### src/core/codec_port_pkg.sv
/*
 * constants, field positions and types shared by the codec port design.
 * assumes a 25 MHz system clock and a controller that drives the port pins.
 */
`default_nettype none
package codec_port_pkg;
	// ==========================================================
	// timing
	localparam int CLK_PERIOD_NS = 40;
	// terminal sampling period: one sample per bit of a 64 kbps channel
	localparam int SAMPLE_PERIOD_NS = 15625;
	localparam int SAMPLE_CYCLES = SAMPLE_PERIOD_NS / CLK_PERIOD_NS;
	localparam int SAMPLE_CNT_W = 16;
	// ==========================================================
	// words and control fields
	localparam int WORD_BITS = 8;
	localparam int CNT_W = 4;
	localparam logic [CNT_W-1:0] CNT_FULL = 4'h8;
	localparam logic [CNT_W-1:0] CNT_ONE = 4'h1;
	localparam logic [CNT_W-1:0] CNT_ZERO = 4'h0;
	localparam int MODE_HI = 7;
	localparam int MODE_LO = 5;
	localparam int CLR_ACT_BIT = 1;
	localparam int CLR_SCAN_BIT = 0;
	localparam logic [WORD_BITS-1:0] CTRL_RESET = 8'h00;
	localparam logic [WORD_BITS-1:0] IDLE_WORD = 8'hFF;
	// ==========================================================
	// synchronised pin positions
	localparam int PIN_PCLK = 0;
	localparam int PIN_FRAME = 1;
	localparam int PIN_ADDR = 2;
	localparam int PIN_CTRL = 3;
	localparam int PIN_DATA = 4;
	localparam int PIN_FMT = 5;
	localparam int PIN_RXE = 6;
	localparam int PIN_TXA = 7;
	localparam int PIN_TXB = 8;
	localparam int PIN_SCAN = 9;
	localparam int PIN_COUNT = 10;
	localparam logic [PIN_COUNT-1:0] PIN_RESET = 10'h3FF;
	// ==========================================================
	// types
	typedef enum logic [2:0] {
		MODE_0 = 3'b000, MODE_1 = 3'b001, MODE_2 = 3'b010, MODE_3 = 3'b011,
		MODE_4 = 3'b100, MODE_5 = 3'b101, MODE_6 = 3'b110, MODE_7 = 3'b111
	} op_mode_t;
	typedef enum logic [1:0] {
		PORT_IDLE = 2'b00,
		PORT_OPEN = 2'b01,
		PORT_FULL = 2'b10
	} port_state_t;
endpackage
`default_nettype wire

### src/core/transition_data_codec_port.sv
/*
 * serial backplane port and terminal data front end of a transition
 * encoded data codec: control byte and data word shift in, encoded word
 * shifts out, terminal line decoding, activity and scan point flags.
 * assumes all port and terminal pins are asynchronous to clk_sys and that
 * port_clk runs well below a quarter of the clk_sys rate.
 */
// Local design decisions: the placing of the registers and the address-and-strobe port.
// Function
// carry terminal data up to 19.2 kbps
// control register loads from serial control input
// control register steers mode and flag clears
// control register refreshed once per enabled frame
// accept 8-bit data word while enabled
// controller supplies the 2.048 MHz port clock
// serial output driven only in enabled window
// frame pulse sampled on every port clock rise
// port active only while strobe and frame low
// format pin selects RZ or NRZ data
// energy assertion latches the last pulsed line
// activity and scan flags work only with energy
// loopback modes force received energy active
// terminal keeps energy low during a call
// NRZ reads primary line, high is mark
// RZ takes active-low pulses, polarity from latch
// mode bits; mode 6 raises drive point
// control bit 1 clears activity flag
// control bit 0 clears scan point output
// control bits shifted, then loaded at window end
`timescale 1ns/1ns
`default_nettype none
module transition_data_codec_port #(
	parameter int unsigned SAMPLE_CYCLES = codec_port_pkg::SAMPLE_CYCLES
) (
	input wire logic clk_sys,
	input wire logic arst_n,
	input wire logic port_clk,
	input wire logic frame_pulse_n,
	input wire logic chan_addr_n,
	input wire logic ctrl_serial_in,
	input wire logic port_data_in,
	output logic port_data_out,
	output logic port_data_oe,
	input wire logic format_sel,
	input wire logic rx_energy_n,
	input wire logic tx_line_a,
	input wire logic tx_line_b,
	input wire logic scan_point_in,
	output logic activity_flag,
	output logic scan_point_out,
	output logic drive_point_out,
	output logic [codec_port_pkg::WORD_BITS-1:0] rx_word,
	output logic rx_word_valid
);
	localparam int WB = codec_port_pkg::WORD_BITS;
	localparam int CW = codec_port_pkg::CNT_W;
	localparam int SW = codec_port_pkg::SAMPLE_CNT_W;

	generate
		if (SAMPLE_CYCLES < 3 || SAMPLE_CYCLES >= (1 << SW)) begin : g_bad
			$error("SAMPLE_CYCLES out of range");
		end
	endgenerate

	function automatic logic is_loop(input codec_port_pkg::op_mode_t m);
		is_loop = (m == codec_port_pkg::MODE_4) || (m == codec_port_pkg::MODE_5)
			|| (m == codec_port_pkg::MODE_6);
	endfunction

	// ==========================================================
	// reset release
	logic rst_meta;
	logic rst_n;
	always_ff @(posedge clk_sys or negedge arst_n) begin
		if (!arst_n) begin
			rst_meta <= 1'b0;
			rst_n <= 1'b0;
		end else begin
			rst_meta <= 1'b1;
			rst_n <= rst_meta;
		end
	end

	// ==========================================================
	// pin synchronisers
	logic [codec_port_pkg::PIN_COUNT-1:0] pin_raw;
	logic [codec_port_pkg::PIN_COUNT-1:0] pin_s;
	assign pin_raw[codec_port_pkg::PIN_PCLK] = port_clk;
	assign pin_raw[codec_port_pkg::PIN_FRAME] = frame_pulse_n;
	assign pin_raw[codec_port_pkg::PIN_ADDR] = chan_addr_n;
	assign pin_raw[codec_port_pkg::PIN_CTRL] = ctrl_serial_in;
	assign pin_raw[codec_port_pkg::PIN_DATA] = port_data_in;
	assign pin_raw[codec_port_pkg::PIN_FMT] = format_sel;
	assign pin_raw[codec_port_pkg::PIN_RXE] = rx_energy_n;
	assign pin_raw[codec_port_pkg::PIN_TXA] = tx_line_a;
	assign pin_raw[codec_port_pkg::PIN_TXB] = tx_line_b;
	assign pin_raw[codec_port_pkg::PIN_SCAN] = scan_point_in;

	pin_sync #(
		.WIDTH(codec_port_pkg::PIN_COUNT),
		.RESET_VAL(codec_port_pkg::PIN_RESET)
	) u_pin_sync (
		.clk_sys(clk_sys),
		.rst_n(rst_n),
		.d(pin_raw),
		.q(pin_s)
	);

	wire pclk_s = pin_s[codec_port_pkg::PIN_PCLK];
	wire frame_s = pin_s[codec_port_pkg::PIN_FRAME];
	wire addr_s = pin_s[codec_port_pkg::PIN_ADDR];
	wire ctrl_s = pin_s[codec_port_pkg::PIN_CTRL];
	wire data_s = pin_s[codec_port_pkg::PIN_DATA];
	wire fmt_s = pin_s[codec_port_pkg::PIN_FMT];
	wire rxe_s = pin_s[codec_port_pkg::PIN_RXE];
	wire txa_s = pin_s[codec_port_pkg::PIN_TXA];
	wire txb_s = pin_s[codec_port_pkg::PIN_TXB];
	wire scan_s = pin_s[codec_port_pkg::PIN_SCAN];

	// ==========================================================
	// port clock edge and window decode
	logic pclk_q;
	always_ff @(posedge clk_sys or negedge rst_n) begin
		if (!rst_n) begin
			pclk_q <= 1'b1;
		end else begin
			pclk_q <= pclk_s;
		end
	end

	wire pclk_rise = pclk_s & ~pclk_q;
	// frame pulse and strobe both low open the port
	wire win_now = ~frame_s & ~addr_s;

	// ==========================================================
	// port window state machine
	codec_port_pkg::port_state_t port_state;
	codec_port_pkg::port_state_t next_port_state;
	logic [CW-1:0] bit_cnt;
	logic [WB-1:0] ctrl_shift;
	logic [WB-1:0] data_shift;
	logic [WB-1:0] out_shift;
	logic [WB-1:0] ctrl_reg;
	logic loaded_frame;

	always_comb begin
		next_port_state = port_state;
		unique case (port_state)
			codec_port_pkg::PORT_IDLE: begin
				if (pclk_rise && win_now) begin
					next_port_state = codec_port_pkg::PORT_OPEN;
				end
			end
			codec_port_pkg::PORT_OPEN: begin
				if (pclk_rise && !win_now) begin
					next_port_state = codec_port_pkg::PORT_IDLE;
				end else if (pclk_rise && bit_cnt == codec_port_pkg::CNT_FULL - codec_port_pkg::CNT_ONE) begin
					next_port_state = codec_port_pkg::PORT_FULL;
				end
			end
			codec_port_pkg::PORT_FULL: begin
				if (pclk_rise && !win_now) begin
					next_port_state = codec_port_pkg::PORT_IDLE;
				end
			end
			default: begin
				next_port_state = codec_port_pkg::PORT_IDLE;
			end
		endcase
	end

	wire in_idle = (port_state == codec_port_pkg::PORT_IDLE);
	wire open_win = pclk_rise && in_idle && win_now;
	wire take_bit = pclk_rise && win_now && (port_state != codec_port_pkg::PORT_FULL);
	wire close_win = pclk_rise && !win_now && !in_idle;
	wire frame_gap = pclk_rise && frame_s;
	wire ctrl_load = close_win && !loaded_frame && (bit_cnt == codec_port_pkg::CNT_FULL);
	wire next_oe = win_now && (next_port_state != codec_port_pkg::PORT_IDLE);

	always_ff @(posedge clk_sys or negedge rst_n) begin
		if (!rst_n) begin
			port_state <= codec_port_pkg::PORT_IDLE;
			bit_cnt <= codec_port_pkg::CNT_ZERO;
		end else begin
			port_state <= next_port_state;
			if (open_win) begin
				bit_cnt <= codec_port_pkg::CNT_ONE;
			end else if (take_bit) begin
				bit_cnt <= bit_cnt + codec_port_pkg::CNT_ONE;
			end
		end
	end

	// ==========================================================
	// serial input capture, msb first
	always_ff @(posedge clk_sys or negedge rst_n) begin
		if (!rst_n) begin
			ctrl_shift <= codec_port_pkg::CTRL_RESET;
			data_shift <= codec_port_pkg::IDLE_WORD;
		end else if (take_bit) begin
			ctrl_shift <= {ctrl_shift[WB-2:0], ctrl_s};
			data_shift <= {data_shift[WB-2:0], data_s};
		end
	end

	// control byte moves over whole, once per frame
	always_ff @(posedge clk_sys or negedge rst_n) begin
		if (!rst_n) begin
			ctrl_reg <= codec_port_pkg::CTRL_RESET;
			loaded_frame <= 1'b0;
		end else begin
			if (ctrl_load) begin
				ctrl_reg <= ctrl_shift;
			end
			// a frame gap at the closing rise already starts the next frame
			if (frame_gap) begin
				loaded_frame <= 1'b0;
			end else if (ctrl_load) begin
				loaded_frame <= 1'b1;
			end
		end
	end

	// received word is handed on when the window closes
	always_ff @(posedge clk_sys or negedge rst_n) begin
		if (!rst_n) begin
			rx_word <= codec_port_pkg::IDLE_WORD;
			rx_word_valid <= 1'b0;
		end else begin
			rx_word_valid <= close_win && (bit_cnt == codec_port_pkg::CNT_FULL);
			if (close_win && bit_cnt == codec_port_pkg::CNT_FULL) begin
				rx_word <= data_shift;
			end
		end
	end

	// ==========================================================
	// mode decode
	codec_port_pkg::op_mode_t mode;
	assign mode = codec_port_pkg::op_mode_t'(
		ctrl_reg[codec_port_pkg::MODE_HI:codec_port_pkg::MODE_LO]);
	wire loop_mode = is_loop(mode);
	wire clr_act = ctrl_reg[codec_port_pkg::CLR_ACT_BIT];
	wire clr_scan = ctrl_reg[codec_port_pkg::CLR_SCAN_BIT];

	// ==========================================================
	// terminal line decode
	logic txa_q;
	logic txb_q;
	logic scan_q;
	logic energy_q;
	logic last_b;
	logic mark_is_b;
	logic rz_level;

	wire rz = fmt_s;
	// loopback ignores the energy pin
	wire energy_act = loop_mode | ~rxe_s;
	wire energy_rise = energy_act & ~energy_q;
	wire pulse_a = ~txa_s & txa_q;
	wire pulse_b = ~txb_s & txb_q;
	wire mark_pulse = mark_is_b ? pulse_b : pulse_a;
	wire space_pulse = mark_is_b ? pulse_a : pulse_b;
	// the line that pulsed last is the mark line, so the level is mark on latching
	wire rz_mark = rz_level | energy_rise;
	wire term_mark = rz ? rz_mark : txa_s;
	wire act_set = energy_act & ~term_mark;
	wire scan_set = energy_act & scan_s & ~scan_q;

	always_ff @(posedge clk_sys or negedge rst_n) begin
		if (!rst_n) begin
			txa_q <= 1'b1;
			txb_q <= 1'b1;
			scan_q <= 1'b1;
			energy_q <= 1'b0;
		end else begin
			txa_q <= txa_s;
			txb_q <= txb_s;
			scan_q <= scan_s;
			energy_q <= energy_act;
		end
	end

	// polarity: remember the line that pulsed last, latch it on energy
	always_ff @(posedge clk_sys or negedge rst_n) begin
		if (!rst_n) begin
			last_b <= 1'b0;
			mark_is_b <= 1'b0;
		end else begin
			if (pulse_b && !pulse_a) begin
				last_b <= 1'b1;
			end else if (pulse_a && !pulse_b) begin
				last_b <= 1'b0;
			end
			if (rz && energy_rise) begin
				mark_is_b <= last_b;
			end
		end
	end

	// rz pulses rebuilt into a held level, idle is mark
	always_ff @(posedge clk_sys or negedge rst_n) begin
		if (!rst_n) begin
			rz_level <= 1'b1;
		end else if (rz && energy_rise) begin
			rz_level <= 1'b1;
		end else if (mark_pulse) begin
			rz_level <= 1'b1;
		end else if (space_pulse) begin
			rz_level <= 1'b0;
		end
	end

	// ==========================================================
	// status outputs; a set in the same cycle beats the clear
	always_ff @(posedge clk_sys or negedge rst_n) begin
		if (!rst_n) begin
			activity_flag <= 1'b0;
			scan_point_out <= 1'b1;
			drive_point_out <= 1'b0;
		end else begin
			if (act_set) begin
				activity_flag <= 1'b1;
			end else if (clr_act) begin
				activity_flag <= 1'b0;
			end
			if (scan_set) begin
				scan_point_out <= 1'b0;
			end else if (clr_scan) begin
				scan_point_out <= 1'b1;
			end
			drive_point_out <= (mode == codec_port_pkg::MODE_6);
		end
	end

	// ==========================================================
	// terminal sampler, 64 kHz enable from a divider
	logic [SW-1:0] samp_cnt;
	logic [WB-1:0] sample_word;
	wire samp_en = (samp_cnt == SW'(SAMPLE_CYCLES - 1));

	always_ff @(posedge clk_sys or negedge rst_n) begin
		if (!rst_n) begin
			samp_cnt <= '0;
			sample_word <= codec_port_pkg::IDLE_WORD;
		end else begin
			samp_cnt <= samp_en ? '0 : samp_cnt + SW'(1);
			if (samp_en) begin
				sample_word <= {sample_word[WB-2:0], term_mark};
			end
		end
	end

	// loopback returns the last received word
	wire [WB-1:0] enc_word = loop_mode ? rx_word : sample_word;

	// ==========================================================
	// serial output, msb first, next bit on each port clock rise
	always_ff @(posedge clk_sys or negedge rst_n) begin
		if (!rst_n) begin
			out_shift <= codec_port_pkg::IDLE_WORD;
			port_data_out <= 1'b1;
			port_data_oe <= 1'b0;
		end else begin
			port_data_oe <= next_oe;
			if (open_win) begin
				out_shift <= {enc_word[WB-2:0], 1'b1};
				port_data_out <= enc_word[WB-1];
			end else if (take_bit) begin
				out_shift <= {out_shift[WB-2:0], 1'b1};
				port_data_out <= out_shift[WB-1];
			end
		end
	end
endmodule
`default_nettype wire

### src/core/pin_sync.sv
/*
 * two-stage synchroniser bank for asynchronous input pins.
 * assumes an active-low reset, released in step with clk_sys, from the top module.
 */
`timescale 1ns/1ns
`default_nettype none
module pin_sync #(
	parameter int WIDTH = 1,
	parameter logic [WIDTH-1:0] RESET_VAL = '0
) (
	input wire logic clk_sys,
	input wire logic rst_n,
	input wire logic [WIDTH-1:0] d,
	output logic [WIDTH-1:0] q
);
	// ==========================================================
	// one pair of flip-flops per pin
	genvar i;
	generate
		for (i = 0; i < WIDTH; i++) begin : g_bit
			logic meta;
			always_ff @(posedge clk_sys or negedge rst_n) begin
				if (!rst_n) begin
					meta <= RESET_VAL[i];
					q[i] <= RESET_VAL[i];
				end else begin
					meta <= d[i];
					q[i] <= meta;
				end
			end
		end
	endgenerate
endmodule
`default_nettype wire

### config.mk
export PLATFORM = sky130hd
export DESIGN_NAME = transition_data_codec_port
export DESIGN_NICKNAME = d
export VERILOG_FILES = /design/src/core/codec_port_pkg.sv /design/src/core/transition_data_codec_port.sv /design/src/core/pin_sync.sv
export SDC_FILE = /design/constraint.sdc
export NUM_CORES = 1
export LEC_CHECK = 0
export BUFFER_PORTS_ARGS = -buffer_cell sky130_fd_sc_hd__buf_2
export CAP_MARGIN = 20
export CELL_PAD_IN_SITES_DETAIL_PLACEMENT = 1
export CELL_PAD_IN_SITES_GLOBAL_PLACEMENT = 2
export CORE_MARGIN = 5
export CORE_UTILIZATION = 41
export DETAILED_ROUTE_END_ITERATION = 8
export GPL_ROUTABILITY_DRIVEN = 0
export GPL_TIMING_DRIVEN = 0
export PLACE_DENSITY = 0.83
export SETUP_SLACK_MARGIN = 0.1
export SLEW_MARGIN = 15
export SYNTH_ARGS = -nofsm -noshare
export SYNTH_HDL_FRONTEND = slang
export SYNTH_HIERARCHICAL = 1
export SYNTH_SLANG_ARGS = --single-unit
export TNS_END_PERCENT = 30
### constraint.sdc
create_clock -name clk_sys -period 3.5 [get_ports clk_sys]
set_clock_uncertainty 0.1 [all_clocks]
set_input_delay 0.35 -clock clk_sys [delete_from_list [all_inputs] [get_ports clk_sys]]
set_output_delay 0.35 -clock clk_sys [all_outputs]
set_load 0.01 [all_outputs]
# Word level (Yosys, flattened, before mapping)
# Cells that the tools add are included.
dict set report word_totals {
  reg_bits 107
  wordCells 133
  out_inout_bits 14
}
dict set report classes {
  mux 27
  add_sub_neg 2
  n_eq_ne 9
  bitwise_logic 19
  n_reduce_logical 30
}
# op count
set ops {}
lappend ops {{$mux W8} 3}
lappend ops {{$add A16 B1 Y16 const B} 1}
lappend ops {{$eq A16 B9 Y1 const B} 1}
lappend ops {{$mux W1} 16}
lappend ops {{$mux W16} 1}
lappend ops {{$logic_and A1 B1 Y1} 15}
lappend ops {{$reduce_bool A2 Y1} 6}
lappend ops {{$eq A3 B3 Y1 const B} 3}
lappend ops {{$not A1 Y1} 9}
lappend ops {{$and A1 B1 Y1} 8}
lappend ops {{$mux W2} 4}
lappend ops {{$mux W4} 2}
lappend ops {{$pmux W2 S3} 1}
lappend ops {{$logic_not A1 Y1} 5}
lappend ops {{$add A4 B1 Y4 const B} 1}
lappend ops {{$eq A4 B3 Y1 const B} 1}
lappend ops {{$eq A4 B4 Y1 const B} 1}
lappend ops {{$reduce_bool A3 Y1} 1}
lappend ops {{$eq A2 B1 Y1 const B} 1}
lappend ops {{$eq A2 B2 Y1 const B} 1}
lappend ops {{$logic_not A2 Y1} 1}
lappend ops {{$logic_or A1 B1 Y1} 2}
lappend ops {{$ne A2 B2 Y1 const B} 1}
lappend ops {{$or A1 B1 Y1} 2}

# Longest topological paths before layout
dict set report depth {
  word_depth 10
  depth_mapped 7
  ltp_nobuf 6
}

# Modules after synthesis
# Netlist, hierarchy kept.
# module cells_per_inst area_each_um2 seq_area_each_um2 n_inst
set modules_own_cells {}
lappend modules_own_cells {transition_data_codec_port 316 3518.4 2124.5 1}
lappend modules_own_cells {pin_sync 20 525.5 525.5 1}

# Worst setup path after synthesis
# OpenSTA, ideal clock, no wires.
dict set report synth_timing {
  kind {flip-flop to flip-flop}
  startpoint {reg samp_cnt[1]}
  endpoint {reg sample_word[0]}
  n_path_buf 1
  synth_period_minus_slack_ns 2.065
  setup_time_ns 0.086
  t_arrival_ns 1.879
  path_stages_with_launch 7
  path_slack_ns 1.435
  cell_sequence {dfrtp_1 > inv_1 > ha_1 > or4bb_4 > or4_4 > buf_6 > o31ai_2}
}
dict set report synth_between {
  elab_chain_cells 1
}
# element line_no
set synth_lines {}
lappend synth_lines {{start: declaration} transition_data_codec_port.sv:338} ;# logic [SW-1:0] samp_cnt;
lappend synth_lines {{start signal: assignment} transition_data_codec_port.sv:347} ;# samp_cnt <= samp_en ? '0 : samp_cnt + SW'(1);
lappend synth_lines {{$eq A16 B9 Y1} transition_data_codec_port.sv:340} ;# wire samp_en = (samp_cnt == SW'(SAMPLE_CYCLES - 1));
lappend synth_lines {{end signal: assignment} transition_data_codec_port.sv:345} ;# sample_word <= codec_port_pkg::IDLE_WORD;
lappend synth_lines {{end signal: assignment} transition_data_codec_port.sv:349} ;# sample_word <= {sample_word[WB-2:0], term_mark};
lappend synth_lines {{end: declaration} transition_data_codec_port.sv:339} ;# logic [WB-1:0] sample_word;
# No other way between the ends.
# A chain may end at the register's enable or synchronous reset.

# Worst setup path after layout
dict set report layout_timing {
  startpoint {reg u_pin_sync.q[0]}
  endpoint {reg ctrl_reg[1]}
}
dict set report layout_between {
  elab_chain_cells 5
}
# element line_no
set layout_lines {}
lappend layout_lines {{start: declaration} pin_sync.sv:14} ;# output logic [WIDTH-1:0] q
lappend layout_lines {{start signal: indexed assignment} pin_sync.sv:25} ;# q[i] <= RESET_VAL[i];
lappend layout_lines {{start signal: indexed assignment} pin_sync.sv:28} ;# q[i] <= meta;
lappend layout_lines {{$and A1 B1 Y1} transition_data_codec_port.sv:131} ;# wire pclk_rise = pclk_s & ~pclk_q;
lappend layout_lines {{$logic_and A1 B1 Y1 (2 in series)} transition_data_codec_port.sv:175} ;# wire close_win = pclk_rise && !win_now && !in_idle;
lappend layout_lines {{$logic_and A1 B1 Y1 (2 in series)} transition_data_codec_port.sv:177} ;# wire ctrl_load = close_win && !loaded_frame && (bit_cnt == codec_port_pkg::CNT_FULL);
lappend layout_lines {{end signal: assignment} transition_data_codec_port.sv:209} ;# ctrl_reg <= codec_port_pkg::CTRL_RESET;
lappend layout_lines {{end signal: assignment} transition_data_codec_port.sv:213} ;# ctrl_reg <= ctrl_shift;
lappend layout_lines {{end: declaration} transition_data_codec_port.sv:143} ;# logic [WB-1:0] ctrl_reg;
# No other way between the ends.

==> flow_summary_export.csv <==
group,metric,value,unit
run_status,status,"complete, no violations",
floorplan,die_w,109,um
cells_and_area,finish.utilization,48.0,%
cells_and_area,drive_gt1_share,32.9,%
synth,synthCells,336,
cts,cts.sinks,103,
worst_setup_path,cp.arrival,2.49,ns
cells_and_area,nets,401,
synth,synthAdderAreaFrac,1.55,%
route,wl_per_cell,14.6,um
pwr,peakVddDrop,217,uV
synth,synthFlopType,"dfstp_2",
synth,synth-compound-area-share,4.58,%
grt,grt_use_met1,17.8,%
cells_and_area,fill_cells,1065,
route,wl,7620,um
route,first_pass_iters,4,
sta,worst_hold_slack,0.192,ns
cts,cts_tree,"built",
grt,grt_max_degree,60,
worst_setup_path,start_kind,"flip-flop",
sta,relSlewSlack,46.8,%
worst_setup_path,timing.rr.end,"ctrl_reg[1]$_DFFE_PN0P_",
synth,synthesis.nets,353,
synth,syn_avg_cell_area,12.0,um^2
grt,grt_use_met3,3.76,%
synth,synth.area.mux_share,6.40,%
grt,gr-usage-met2,25.3,%
worst_setup_path,rr_worst_depth,4,
grt,grt_pass1_wl,13700,um
grt,grtUsageTotal,14.7,%
cts,numCtsBuffers,9,
cts,clock_path_buffers,2,
cells_and_area,synthToLayoutAreaGrowth,15.0,%
cts,ctsHtreeMaxLevel,3,
placed_design,hpwl,5350,um
pwr,power,2.22,mW
worst_setup_path,critPathKind,"reg2reg",
grt,antenna_found_initial,0,
synth,ys_warn_count,6,
floorplan,dieArea,0.0119,mm^2
placed_design,io_buffers,25,
synth,synth_seq_cells,103,
synth,synthSimpleGateAreaFrac,16.7,%
route,post-route-drc-count,0,
floorplan,ios,26,
cts,post_cts_resized,0,
synth,synth_top_family_by_area,"simple AND/OR/NAND/NOR gates",
hold_path,min_path_type,"in2async",
floorplan,chipHeight,109,um
cells_and_area,multi_input_area,0.00132,mm^2
worst_setup_path,r2r_slack,1.16,ns
run,drv_cap,0,
grt,grt_pass1_vias,2830,
synth,synthesis.area,0.00404,mm^2
pwr,p_leak,2.07,nW
synth,synth_largest_area_cell,"dfstp_2",
cts,clkLatencyLatePin,0.36,ns
cells_and_area,top_regs,"samp_cnt (16), u_pin_sync/g_bit.meta (10), u_pin_sync/q (10)",
synth,synth_edf_count,0,
worst_setup_path,critPathRequiredTime,3.64,ns
cts,cts-root-buf,"clkbuf_8",
synth,synth_top_area_share,37.7,%
route,viasPerCell,4.94,
worst_setup_path,cp-end-kind,"flip-flop",
pwr,powerDensity,478,mW/mm^2
synth,synth_xor_area_share,3.25,%
sta,fmax,426,MHz
floorplan,initial_core_util,41.8,%
floorplan,num_rows,36,
sta,fin_ws,1.16,ns
cells_and_area,regMostFlops,"samp_cnt",
grt,top_usage_layer,"met2",
route,vias,2580,
sta,setup-violations-final,0,
cells_and_area,diodes,0,
sta,fin_crit_sh,67.0,%
cells_and_area,register_area,0.00265,mm^2
route,first_iter_violations,61,
synth,seq_area_frac_synth,65.5,%
placed_design,dp_slack,1.15,ns
sta,slew_violations,0,
sta,period_needed,2.34,ns
synth,synthMostInstantiatedCell,"nand2_1",
worst_setup_path,r2r_start,"u_pin_sync/q[0]$_DFF_PN1_",
synth,synth_cell_types,45,
worst_setup_path,endpoint,"ctrl_reg[1]$_DFFE_PN0P_",
synth,async_reset_ff_share,100,%
sta,finalSetupTns,0,ns
cells_and_area,largest_reg_flops,16,
worst_setup_path,startpoint,"u_pin_sync/q[0]$_DFF_PN1_",
sta,finalHoldViolations,0,
floorplan,coreArea,0.00968,mm^2
cts,clk_pin_slew_worst_paths,0.10,ns
route,ant_nets,0,
worst_setup_path,cp_max_fo,5,
sta,worst_pin_slew,0.788,ns
sta,rsz0062_at_grt,"false",
synth,synth_area_leaders,"dfstp_2 (38%), dfrtp_1 (28%), nand2_1 (7.5%)",
grt,grt_overflow,0,
synth,synth_common_cells,"nand2_1 (81), dfstp_2 (58), dfrtp_1 (45)",
==> power by group <==
| group | total [mW] | internal [mW] | switching (mW) |
|---|---|---|---|
| clock network | 0.670 | 0.277 | 0.392 |
| registers | 1.39 | 1.32 | 0.0732 |
| logic | 0.161 | 0.0762 | 0.0847 |
| total | 2.22 | 1.67 | 0.550 |
==> through the flow <==
stage / cells / instance area, um^2
final: 522 / 4650
after global routing: 522 / 4650
after CTS: 522 / 4650
after detailed placement: 495 / 4370
after global placement: 494 / 4340
after floorplan: 336 / 4040
==> per-layer routing <==
layer | vias to the layer above | wire, um
li1 | 1219 | -
met1 | 1320 | 3300
met2 | 30 | 3930
met3 | 11 | 273
met4 | 0 | 116
met5 | - | 0
==> worst max-delay path, cell delays in order, from the launching register on <==
cell     delay [ns]
dfstp_2        0.55
nor2b_1        0.30
nor4b_1        0.34
nor2b_1        0.52
mux2_2         0.40
==> layout make-up <==
class | count | share of cell area, %
clock inverters | 5 | 0.726
flip-flops and latches | 103 | 57.0
inverters | 6 | 0.484
clock buffers | 11 | 3.04
well taps | 133 | 3.58
repair buffers | 37 | 5.65
plain buffers | 10 | 1.13
multi-input cells | 217 | 28.3
==> cell families (layout without fill, tap and decap cells) <==
logic type	Yosys count	after routing
AO/OA/AOI/OAI	30	30
XOR/XNOR	15	15
adder cells (fa/ha/maj)	5	5
buffers and inverters	16	69
flip-flops	103	103
multiplexers	24	24
other	1	1
AND/OR/NAND/NOR	142	142
==> worst min-delay path by stage <==
stage | to | slack [ns] | cells past startpoint
finish | rst_meta$_DFF_PN0_ | 0.19 | 2
global placement | rst_meta$_DFF_PN0_ | 0.04 | 1
global route | rst_n$_DFF_PN0_ | 0.18 | 2
detailed placement | rst_meta$_DFF_PN0_ | 0.04 | 1
floorplan | rst_meta$_DFF_PN0_ | -0.05 | 0
CTS | rst_n$_DFF_PN0_ | 0.17 | 2
==> cells in the final DEF (no fill, tap or decap), types with 4 or more instances in the layout <==
master / instances
nor2b_1: 4
buf_2: 28
nand2b_1: 4
mux2i_1: 9
inv_1: 6
dfstp_2: 58
nand2_1: 81
mux2_2: 15
clkbuf_8: 10
xor2_1: 6
o21ai_0: 5
xnor2_1: 9
clkbuf_1: 5
dfrtp_1: 44
nor3_1: 5
nand3_1: 9
ha_1: 5
a21oi_1: 9
nor2_1: 18
o22ai_1: 7
dlygate4sd3_1: 11
==> repair_timing <==
item	CTS	global route
endpoints found under the hold margin	12	0
setup buffers	0	0
setup endpoints to repair	0	0
hold buffers	11	0
No activity file was read; power rests on OpenSTA's default activity.
